### src/gpio_pkg.sv
// Constants for the parallel port pin control block: register indices,
// reset values and bus answers. Assumes nothing beyond a SystemVerilog tool.
package gpio_pkg;

    // Register indices; the byte address on the bus is four times the index.
    // Entries run port 1, 2, 5, 6 for function select and direction.
    localparam logic [12:0] SEL_IDX [4] = '{13'h1fd0, 13'h1fc9, 13'h1ff1, 13'h1fd1};
    localparam logic [7:0] SEL_RST [4] = '{8'h00, 8'h80, 8'h80, 8'h00};
    localparam logic [12:0] DIR_IDX [4] = '{13'h1fd2, 13'h1fcb, 13'h1ff3, 13'h1fd3};
    localparam logic [7:0] DIR_RST [4] = '{8'hff, 8'h7f, 8'hff, 8'hff};

    // Output latches run port 1 to port 6.
    localparam logic [12:0] LAT_IDX [6] = '{13'h1fd4, 13'h1fcd, 13'h1ffc, 13'h1ffd, 13'h1ff5, 13'h1fd5};
    localparam logic [7:0] LAT_RST [6] = '{8'hff, 8'h7f, 8'hff, 8'hff, 8'hff, 8'hff};

    // Pin level registers run port 0 to port 6.
    localparam logic [12:0] PIN_IDX [7] = '{13'h1fda, 13'h1fd6, 13'h1fcf, 13'h1ffe, 13'h1fff, 13'h1ff7, 13'h1fd7};

    localparam logic [12:0] DRV_IDX = 13'h1ff4;
    localparam logic [1:0] DRV_RST = 2'b00;
    localparam int DRV_P3_BIT = 7;
    localparam int DRV_P4_BIT = 6;

    // Port number served by each function select and direction entry.
    localparam int GP_PORT [4] = '{1, 2, 5, 6};

    localparam int IDX_LSB = 2;
    localparam int IDX_MSB = 14;
    localparam logic [1:0] RESP_OKAY = 2'b00;
    localparam logic [1:0] RESP_SLVERR = 2'b10;

endpackage

### src/parallel_port_pin_control.sv
// Parallel port pin control: direction, function select, output latches,
// pin levels and the port 3/4 drive type, reached over AXI4-Lite.
// Assumes one 100 MHz clock and pads that resolve pinOut and pinOe.
// Functional notes
// Direction bit 1 gives input or open-drain; 0 gives complementary output.
// Open-drain output and input share one setting; the latch decides.
// Software sets the latch bit before using a pin as input.
// Function select 0 drives from the latch; 1 hands pin to peripheral.
// Pin level reads return sampled pin state whatever the function select.
// Each output latch holds the value driven on its port's pins.
// Latch reaches the pin only while function select is 0.
// Drive type bit 7 sets port 3, bit 6 port 4; 1 is complementary.
// Complementary port 3 or 4 drives high when latch bit is one.
// Writes to pin level registers are ignored.
//
// Our own choice: register access over AXI4-Lite.
`timescale 1ns/1ps

module parallel_port_pin_control #(
    parameter int ADDR_W = 16
) (
    input wire logic sys_clk,
    input wire logic nrst,
    input wire logic [ADDR_W-1:0] awaddr,
    input wire logic awvalid,
    output logic awready,
    input wire logic [31:0] wdata,
    input wire logic [3:0] wstrb,
    input wire logic wvalid,
    output logic wready,
    output logic [1:0] bresp,
    output logic bvalid,
    input wire logic bready,
    input wire logic [ADDR_W-1:0] araddr,
    input wire logic arvalid,
    output logic arready,
    output logic [31:0] rdata,
    output logic [1:0] rresp,
    output logic rvalid,
    input wire logic rready,
    input wire logic [6:0][7:0] pinIn,
    output logic [6:1][7:0] pinOut,
    output logic [6:1][7:0] pinOe,
    output logic [6:0][7:0] pinLevel,
    input wire logic [3:0][7:0] periphOut
);

    // Open-drain bits drive only a low; complementary bits always drive.
    function automatic logic [7:0] driveEnable(input logic [7:0] data, input logic [7:0] openDrain);
        driveEnable = (openDrain & ~data) | ~openDrain;
    endfunction

    logic [3:0][7:0] sel_q;
    logic [3:0][7:0] dir_q;
    logic [5:0][7:0] lat_q;
    logic [1:0] drv_q;
    logic [6:0][7:0] level;

    logic [ADDR_W-1:0] awAddr_q;
    logic [7:0] wByte_q;
    logic wEn_q;
    logic awHeld_q;
    logic wHeld_q;
    logic awRdy_q;
    logic wRdy_q;
    logic bValid_q;
    logic [1:0] bResp_q;
    logic arRdy_q;
    logic rValid_q;
    logic [1:0] rResp_q;
    logic [7:0] rData_q;
    logic [6:1][7:0] pinOut_q;
    logic [6:1][7:0] pinOe_q;

    pin_sync #(
        .W(56)
    ) u_sync (
        .sys_clk(sys_clk),
        .nrst(nrst),
        .d(pinIn),
        .q(level)
    );

    wire [12:0] awIdx = awAddr_q[gpio_pkg::IDX_MSB:gpio_pkg::IDX_LSB];
    wire [12:0] arIdx = araddr[gpio_pkg::IDX_MSB:gpio_pkg::IDX_LSB];

    wire [3:0] hitSelW;
    wire [3:0] hitDirW;
    wire [5:0] hitLatW;
    wire [6:0] hitPinW;
    wire [3:0] hitSelR;
    wire [3:0] hitDirR;
    wire [5:0] hitLatR;
    wire [6:0] hitPinR;
    wire hitDrvW = awIdx == gpio_pkg::DRV_IDX;
    wire hitDrvR = arIdx == gpio_pkg::DRV_IDX;

    genvar g;
    generate
        for (g = 0; g < 4; g++) begin : g_dec4
            assign hitSelW[g] = awIdx == gpio_pkg::SEL_IDX[g];
            assign hitDirW[g] = awIdx == gpio_pkg::DIR_IDX[g];
            assign hitSelR[g] = arIdx == gpio_pkg::SEL_IDX[g];
            assign hitDirR[g] = arIdx == gpio_pkg::DIR_IDX[g];
        end
        for (g = 0; g < 6; g++) begin : g_dec6
            assign hitLatW[g] = awIdx == gpio_pkg::LAT_IDX[g];
            assign hitLatR[g] = arIdx == gpio_pkg::LAT_IDX[g];
        end
        for (g = 0; g < 7; g++) begin : g_dec7
            assign hitPinW[g] = awIdx == gpio_pkg::PIN_IDX[g];
            assign hitPinR[g] = arIdx == gpio_pkg::PIN_IDX[g];
        end
    endgenerate

    // Write channel: address and data are taken in either order, then the
    // register write and the response happen together.
    wire awTake = awvalid && awRdy_q;
    wire wTake = wvalid && wRdy_q;
    wire wrGo = awHeld_q && wHeld_q;
    wire wrStore = wrGo && wEn_q;
    wire wrMapped = |{hitSelW, hitDirW, hitLatW, hitPinW, hitDrvW};
    wire awHeldD = (awHeld_q || awTake) && !wrGo;
    wire wHeldD = (wHeld_q || wTake) && !wrGo;
    wire bValidD = wrGo || (bValid_q && !bready);

    always_ff @(posedge sys_clk or negedge nrst) begin
        if (!nrst) begin
            awHeld_q <= 1'b0;
            wHeld_q <= 1'b0;
            awRdy_q <= 1'b1;
            wRdy_q <= 1'b1;
            bValid_q <= 1'b0;
        end else begin
            awHeld_q <= awHeldD;
            wHeld_q <= wHeldD;
            awRdy_q <= !awHeldD && !bValidD;
            wRdy_q <= !wHeldD && !bValidD;
            bValid_q <= bValidD;
        end
    end

    always_ff @(posedge sys_clk or negedge nrst) begin
        if (!nrst) begin
            awAddr_q <= '0;
            wByte_q <= 8'h00;
            wEn_q <= 1'b0;
            bResp_q <= gpio_pkg::RESP_OKAY;
        end else begin
            if (awTake) begin
                awAddr_q <= awaddr;
            end
            if (wTake) begin
                wByte_q <= wdata[7:0];
                wEn_q <= wstrb[0];
            end
            if (wrGo) begin
                bResp_q <= wrMapped ? gpio_pkg::RESP_OKAY : gpio_pkg::RESP_SLVERR;
            end
        end
    end

    // no pin storage
    // Register file. Pin level offsets are decoded but have no storage.
    generate
        for (g = 0; g < 4; g++) begin : g_cfg
            always_ff @(posedge sys_clk or negedge nrst) begin
                if (!nrst) begin
                    sel_q[g] <= gpio_pkg::SEL_RST[g];
                    dir_q[g] <= gpio_pkg::DIR_RST[g];
                end else begin
                    if (wrStore && hitSelW[g]) begin
                        sel_q[g] <= wByte_q;
                    end
                    if (wrStore && hitDirW[g]) begin
                        dir_q[g] <= wByte_q;
                    end
                end
            end
        end
        for (g = 0; g < 6; g++) begin : g_lat
            // latch holds data
            always_ff @(posedge sys_clk or negedge nrst) begin
                if (!nrst) begin
                    lat_q[g] <= gpio_pkg::LAT_RST[g];
                end else if (wrStore && hitLatW[g]) begin
                    lat_q[g] <= wByte_q;
                end
            end
        end
    endgenerate

    // drive type bits
    always_ff @(posedge sys_clk or negedge nrst) begin
        if (!nrst) begin
            drv_q <= gpio_pkg::DRV_RST;
        end else if (wrStore && hitDrvW) begin
            drv_q <= {wByte_q[gpio_pkg::DRV_P3_BIT], wByte_q[gpio_pkg::DRV_P4_BIT]};
        end
    end

    // Pin drive. Outputs are registered, so a register change shows on the
    // pads one cycle after the write completes.
    generate
        for (g = 0; g < 4; g++) begin : g_gp
            localparam int P = gpio_pkg::GP_PORT[g];
            // latch or peripheral
            wire [7:0] data = (sel_q[g] & periphOut[g]) | (~sel_q[g] & lat_q[P-1]);
            always_ff @(posedge sys_clk or negedge nrst) begin
                if (!nrst) begin
                    pinOut_q[P] <= 8'hff;
                    pinOe_q[P] <= 8'h00;
                end else begin
                    pinOut_q[P] <= data;
                    // direction drive type
                    pinOe_q[P] <= driveEnable(data, dir_q[g]);
                end
            end
        end
    endgenerate

    always_ff @(posedge sys_clk or negedge nrst) begin
        if (!nrst) begin
            pinOut_q[3] <= 8'hff;
            pinOut_q[4] <= 8'hff;
            pinOe_q[3] <= 8'h00;
            pinOe_q[4] <= 8'h00;
        end else begin
            pinOut_q[3] <= lat_q[2];
            pinOut_q[4] <= lat_q[3];
            // port drive mode
            pinOe_q[3] <= driveEnable(lat_q[2], {8{!drv_q[1]}});
            pinOe_q[4] <= driveEnable(lat_q[3], {8{!drv_q[0]}});
        end
    end

    // Read channel: data are taken from the registers and synchronised pins
    // in the cycle of the address handshake.
    logic [7:0] rdMux;
    logic rdHit;

    always_comb begin
        rdMux = 8'h00;
        rdHit = 1'b0;
        for (int k = 0; k < 4; k++) begin
            if (hitSelR[k]) begin
                rdMux = rdMux | sel_q[k];
                rdHit = 1'b1;
            end
            if (hitDirR[k]) begin
                rdMux = rdMux | dir_q[k];
                rdHit = 1'b1;
            end
        end
        for (int k = 0; k < 6; k++) begin
            if (hitLatR[k]) begin
                rdMux = rdMux | lat_q[k];
                rdHit = 1'b1;
            end
        end
        // live pin level
        for (int k = 0; k < 7; k++) begin
            if (hitPinR[k]) begin
                rdMux = rdMux | level[k];
                rdHit = 1'b1;
            end
        end
        if (hitDrvR) begin
            rdMux[gpio_pkg::DRV_P3_BIT] = drv_q[1];
            rdMux[gpio_pkg::DRV_P4_BIT] = drv_q[0];
            rdHit = 1'b1;
        end
    end

    wire arTake = arvalid && arRdy_q;

    always_ff @(posedge sys_clk or negedge nrst) begin
        if (!nrst) begin
            arRdy_q <= 1'b1;
            rValid_q <= 1'b0;
            rData_q <= 8'h00;
            rResp_q <= gpio_pkg::RESP_OKAY;
        end else if (arTake) begin
            arRdy_q <= 1'b0;
            rValid_q <= 1'b1;
            rData_q <= rdMux;
            rResp_q <= rdHit ? gpio_pkg::RESP_OKAY : gpio_pkg::RESP_SLVERR;
        end else if (rValid_q && rready) begin
            arRdy_q <= 1'b1;
            rValid_q <= 1'b0;
        end
    end

    assign awready = awRdy_q;
    assign wready = wRdy_q;
    assign bvalid = bValid_q;
    assign bresp = bResp_q;
    assign arready = arRdy_q;
    assign rvalid = rValid_q;
    assign rresp = rResp_q;
    assign rdata = {24'h000000, rData_q};
    assign pinOut = pinOut_q;
    assign pinOe = pinOe_q;
    assign pinLevel = level;
endmodule

### src/pin_sync.sv
// Two-stage synchroniser for pin levels entering the core clock domain.
// Assumes the inputs are asynchronous and that only the second stage is used.
`timescale 1ns/1ps

module pin_sync #(
    parameter int W = 56
) (
    input wire logic sys_clk,
    input wire logic nrst,
    input wire logic [W-1:0] d,
    output logic [W-1:0] q
);

    logic [W-1:0] meta_q;
    logic [W-1:0] sync_q;

    always_ff @(posedge sys_clk or negedge nrst) begin
        if (!nrst) begin
            meta_q <= '0;
            sync_q <= '0;
        end else begin
            meta_q <= d;
            sync_q <= meta_q;
        end
    end

    assign q = sync_q;

endmodule
### config.mk
export PLATFORM = sky130hd
export DESIGN_NAME = parallel_port_pin_control
export DESIGN_NICKNAME = d
export VERILOG_FILES = /design/src/gpio_pkg.sv /design/src/parallel_port_pin_control.sv /design/src/pin_sync.sv
export SDC_FILE = /design/constraint.sdc
export NUM_CORES = 1
export LEC_CHECK = 0
export ABC_AREA = 0
export BUFFER_PORTS_ARGS = -buffer_cell sky130_fd_sc_hd__clkbuf_2
export CELL_PAD_IN_SITES_DETAIL_PLACEMENT = 2
export CELL_PAD_IN_SITES_GLOBAL_PLACEMENT = 2
export CORE_ASPECT_RATIO = 1.4
export CORE_MARGIN = 2
export CORE_UTILIZATION = 38
export DETAILED_ROUTE_END_ITERATION = 6
export GPL_TIMING_DRIVEN = 1
export PLACE_DENSITY = 0.86
export SLEW_MARGIN = 20
export SYNTH_ARGS = -nofsm -noshare
export SYNTH_HDL_FRONTEND = slang
export SYNTH_SLANG_ARGS = --single-unit
export TNS_END_PERCENT = 1
### constraint.sdc
create_clock -name sys_clk -period 5.1 [get_ports sys_clk]
set_input_delay 0.765 -clock sys_clk [delete_from_list [all_inputs] [get_ports sys_clk]]
set_output_delay 0.765 -clock sys_clk [all_outputs]
set_load 0.01 [all_outputs]
* Word level (Yosys, flattened, before mapping)
Cells that the tools add are included.
** Cells by class
- Add/subtract/negate cells :: 0
- Multiply operators :: 0
- Divide/modulo/power cells :: 0
- $lt $le $gt $ge :: 0
- Eq/ne operators :: 44
- Shifts and indexed selects :: 0
- Multiplexer cells :: 50
- Bitwise gates (word level) :: 60
- Reduce and logical (&&, ||, !) cells :: 38
** Operators with widths (count)
- $eq A13 B13 Y1 const B :: 44
- $or A8 B8 Y8 :: 30
- $mux W8 :: 21
- $not A8 Y8 :: 16
- $and A8 B8 Y8 :: 14
- $logic_and A1 B1 Y1 :: 26
- $mux W1 :: 26
- $reduce_or A22 Y1 :: 1
- $logic_not A1 Y1 :: 7
- $mux W2 :: 3
- $logic_or A1 B1 Y1 :: 3
- $reduce_bool A2 Y1 :: 1
** Storage, ports and cells
- Register bits after elaboration :: 365
- Bits in latches :: 0
- RAM bits :: 0
- ROM bits :: 0
- Input bits :: 163
- Output and inout port bits :: 193
- Word-level logic and storage cells :: 234
- Memories kept :: 0

* Logic depth before layout (Yosys ltp)
- Depth after elaboration :: 43
- Depth in mapped cells :: 8
- Gate-level depth less buffers :: 5

* Hierarchy
From an unflattened synthesis, not the netlist that was laid out.
** Second synthesis, totals
- Cell total of the unflattened synthesis :: 998
- Area total of the unflattened synthesis :: 14128.6 um^2
** By module, submodules not included
- parallel_port_pin_control :: times used 1, cells an instance 886, area each 11325.9 um^2, sequential area each 6394.9 um^2
- pin_sync :: times used 1, cells an instance 112, area each 2802.7 um^2, sequential area each 2802.7 um^2

* Worst setup path before layout
OpenSTA, ideal clock, no wires.
- Path kind :: input -> register
- Start point :: input araddr[3]
- End point :: register rData_q[7]
- Library setup time :: 0.130 ns
- Arrival time :: 2.051 ns
- Data required time :: 4.970 ns
- Path slack :: 2.919 ns
- Cell stages on the path :: 6
- Buffers on the path :: 3
- Cell sequence :: buf_2 -> buf_2 -> buf_1 -> mux2_2 -> a31oi_1 -> a31oi_1
** Between the ends
- Word-level cells in the longest chain between the ends :: 43
- Elaborated cells between the ends (all ways) :: 64
- Classes of those cells :: eq/ne (22); mux (22); bitwise (20)
** RTL lines
- from (decl) :: RTL line parallel_port_pin_control.sv:34 : input wire logic [ADDR_W-1:0] araddr,
- $eq A13 B13 Y1 :: RTL line parallel_port_pin_control.sv:103 : assign hitSelR[g] = arIdx == gpio_pkg::SEL_IDX[g];
- $mux W8 :: RTL line parallel_port_pin_control.sv:246 : if (hitSelR[k]) begin
- $or A8 B8 Y8 :: RTL line parallel_port_pin_control.sv:251 : rdMux = rdMux | dir_q[k];
- $mux W8 :: RTL line parallel_port_pin_control.sv:250 : if (hitDirR[k]) begin
- $or A8 B8 Y8 :: RTL line parallel_port_pin_control.sv:247 : rdMux = rdMux | sel_q[k];
- $mux W8 :: RTL line parallel_port_pin_control.sv:246
- $or A8 B8 Y8 :: RTL line parallel_port_pin_control.sv:251
- $mux W8 :: RTL line parallel_port_pin_control.sv:250
- (+27 left out)
- $mux W8 :: RTL line parallel_port_pin_control.sv:263 : if (hitPinR[k]) begin
- $or A8 B8 Y8 :: RTL line parallel_port_pin_control.sv:264 : rdMux = rdMux | level[k];
- $mux W8 :: RTL line parallel_port_pin_control.sv:263
- $or A8 B8 Y8 :: RTL line parallel_port_pin_control.sv:264
- $mux W8 :: RTL line parallel_port_pin_control.sv:263
- $or A8 B8 Y8 :: RTL line parallel_port_pin_control.sv:264
- $mux W8 :: RTL line parallel_port_pin_control.sv:263
- $mux W2 (*) :: RTL line parallel_port_pin_control.sv:268 : if (hitDrvR) begin
- to (signal assigned) :: RTL line parallel_port_pin_control.sv:286 : rData_q <= rdMux;
- to (decl) :: RTL line parallel_port_pin_control.sv:71 : logic [7:0] rData_q;
Every way passes the cells marked *; elsewhere a longest branch is shown, timed or not.
A chain may end at the register's enable or synchronous reset.

* Final worst setup path
Ends and elaborated chain as after synthesis.

==> flow_metrics.tcl <==
set metrics [dict create \
    netlist_area_um2 14100 \
    crit_family "simple AND/OR/NAND/NOR gates" \
    cp-start-kind "input pin" \
    cts_tree "yes" \
    dpl_cell_area_um2 16000 \
    synthArstFlopShare_pct 100 \
    cts-resized-gates 0 \
    final_cell_mix "clkbuf_2, dfrtp_1, mux2_2" \
    wirelength_mm 54.0 \
    start_util_pct 38.5 \
    rsz0062_at_grt "false" \
    synth_compound_gate_area_share_pct 6.01 \
    crit_slowest_cell "nor2b_1" \
    syn_to_final_growth_pct 22.2 \
    cts_sinks 361 \
    stdcell_area_um2 17200 \
    fin_setup_tns_ps 0 \
    setup_viol 0 \
    cp_data_required_time_ps 5570 \
    track_usage_pct 27.8 \
    cts_setup_buffers 0 \
    vias 10100 \
    firstDrtPassIters 5 \
    grt_pass1_wl_mm 79.2 \
    regToRegSetupSlack_ps 2400 \
    fmax_mhz 365 \
    syn_inst 992 \
    tightest_slew_ps 1070 \
    cp.buffers_inverters 1 \
    holdBufCountCts 0 \
    coreArea_um2 36600 \
    dp_hpwl_mm 37.8 \
    status "complete, no violations" \
    yosys.area_share.adder_pct 0 \
    clk_latency_ps 560 \
    synth_warnings 0 \
    slew_viol_final 0 \
    cts-root-buf "clkbuf_16" \
    synth-xor-area-share_pct 0 \
    synth_ff_type "dfrtp_1" \
    maxCapViolations 0 \
    dp_slack_ps 1850 \
    yosysSeqAreaShare_pct 65.4 \
    finalHoldViolCount 0 \
    layout-drive-gt1-share_pct 52.1 \
    routedWlPerCell_um 30.0 \
    crit_type "in -> reg" \
    hold_path_class "in -> async" \
    synth.ff_latch_count 361 \
    worstSetupEndpointType "register" \
    htree_levels 2 \
    final_common_cell "clkbuf_2" \
    slew_headroom_pct 28.5 \
    gr-total-overflow 0 \
    die_y_um 232 \
    grt_pass1_vias 11700 \
    synth.avg_cell_area_um2 14.2 \
    rows 83 \
    ioPinCount 356 \
    drt_iter0_drc 651 \
    ir_drop_mv 0.213 \
    io_buffers 296 \
    arrival_ps 3210 \
    path_clk_slew_ps 80 \
    setup_slack_ps 2360 \
    p_per_area_nw_per_um2 401 \
    synthMuxAreaShare_pct 16.4 \
    ant_nets 0 \
    nets 1459 \
    ys_types 69 \
    gp_congestion 0.895 \
    synth_enable_flop_cells 0 \
    critical-path-max-stage-delay_ps 900 \
    skew_ps 24.3 \
    numCtsBuffers 37 \
    path_cells "clkbuf_2 -> nor2b_1 -> a32oi_1 -> a21oi_1 -> o21ai_0 -> a31oi_1" \
    vias_per_cell 5.62 \
    antenna_found_initial 7 \
    fin_crit_sh_pct 53.7 \
    cp_max_fo 33 \
    fin_crit_ps 2740 \
    drc 0 \
    clockBufferDepth 3 \
    synth_top_family_by_area "multiplexers" \
    grt_max_degree 108 \
    synth_simple_gate_area_share_pct 9.37 \
    power.leakage_nw 7.58 \
    fp.dieArea_um2 38600 \
    chipWidth_um 167 \
]
synth_stat cells (4+ instances only):
master	number	area, um2
buf_2	12	60.1
inv_1	6	22.5
nand2b_1	23	144
nor3_1	13	65.1
buf_4	28	210
nand3b_1	5	37.5
a32oi_1	7	61.3
dfstp_2	131	3440
dfrtp_1	230	5760
o21ai_0	15	75.1
nand2_1	67	251
and2_1	4	25.0
nor2_1	15	56.3
a31oi_1	13	81.3
nor4_1	6	37.5
a32o_1	4	40.0
clkbuf_1	24	90.1
a21oi_1	17	85.1
buf_1	5	18.8
nand3_1	21	105
nor2b_1	16	100
o32a_1	5	50.1
a21o_1	4	30.0
mux2i_1	21	210
and3_1	14	87.6
o22ai_1	12	75.1
nand4_1	14	87.6
a22oi_1	11	82.6
mux2_2	183	2060
a22o_1	8	70.1
nor3b_1	5	37.5
worst paths after layout:
path,startpoint,end,depth (start not counted)
setup / recovery,araddr[3],rData_q[7],6
hold / removal,nrst,awAddr_q[9],1
setup reg to reg,wHeld_q,lat_q[19],5
max in group asynchronous,nrst,awAddr_q[5],2
min in group sys_clk,pinIn[44],u_sync.meta_q[44],1
hold reg to reg,u_sync.meta_q[18],u_sync.q[18],0
metal layers:
metal | GRT usage (%) | part of all wire, % | wire length (um)
met5 | 0 | 0 | 0
met4 | 16.4 | 6.0 | 3270
met3 | 4.65 | 4.7 | 2520
met2 | 50.6 | 53 | 28800
met1 | 30.5 | 36 | 19400
power by group:
group / internal [mW] / leakage [nW] / switching [mW]
sequential: 3.07 / 3.98 / 0.392
clock: 1.56 / 0.581 / 1.18
combinational: 0.287 / 3.02 / 0.411
total: 4.92 / 7.58 / 1.98
area by class of cell:
| type | instances | area (um2) |
|---|---|---|
| Inverter | 6 | 22.5 |
| Clock buffer | 60 | 1110 |
| Tap cell | 467 | 584 |
| Multi-Input combinational cell | 581 | 4570 |
| Sequential cell | 361 | 9200 |
| Fill cell | 3574 | 19400 |
| Antenna cell | 7 | 17.5 |
| Clock inverter | 8 | 78.8 |
| Timing Repair Buffer | 309 | 1600 |
state kept, by name (all words and copies together) (netlist names), 2 cells and up:
register,flops
dir_q,32
u_sync.q,56
lat_q,48
sel_q,32
rData_q,8
u_sync.meta_q,56
pinOe,48
wByte_q,8
drv_q,2
pinOut,48
awAddr_q,13
per-stage QoR:
stage	total power, mW	cells	hold WS, ps	utilization, %
global route	7.13	1799	300	47.0
detailed placement	4.17	1724	336	43.7
finish	6.89	1799	268	47.0
CTS	6.94	1792	298	47.0
floorplan	3.73	1017	331	-
global placement	4.11	1724	331	43.7
logic make-up (layout without fill, tap and decap cells):
logic type / Yosys count / count (layout)
simple gates: 230 / 230
other cells: 1 / 33
buf+inv: 75 / 383
flops: 361 / 361
compound gates: 119 / 119
mux: 206 / 206
(Power assumes the default switching activity.)
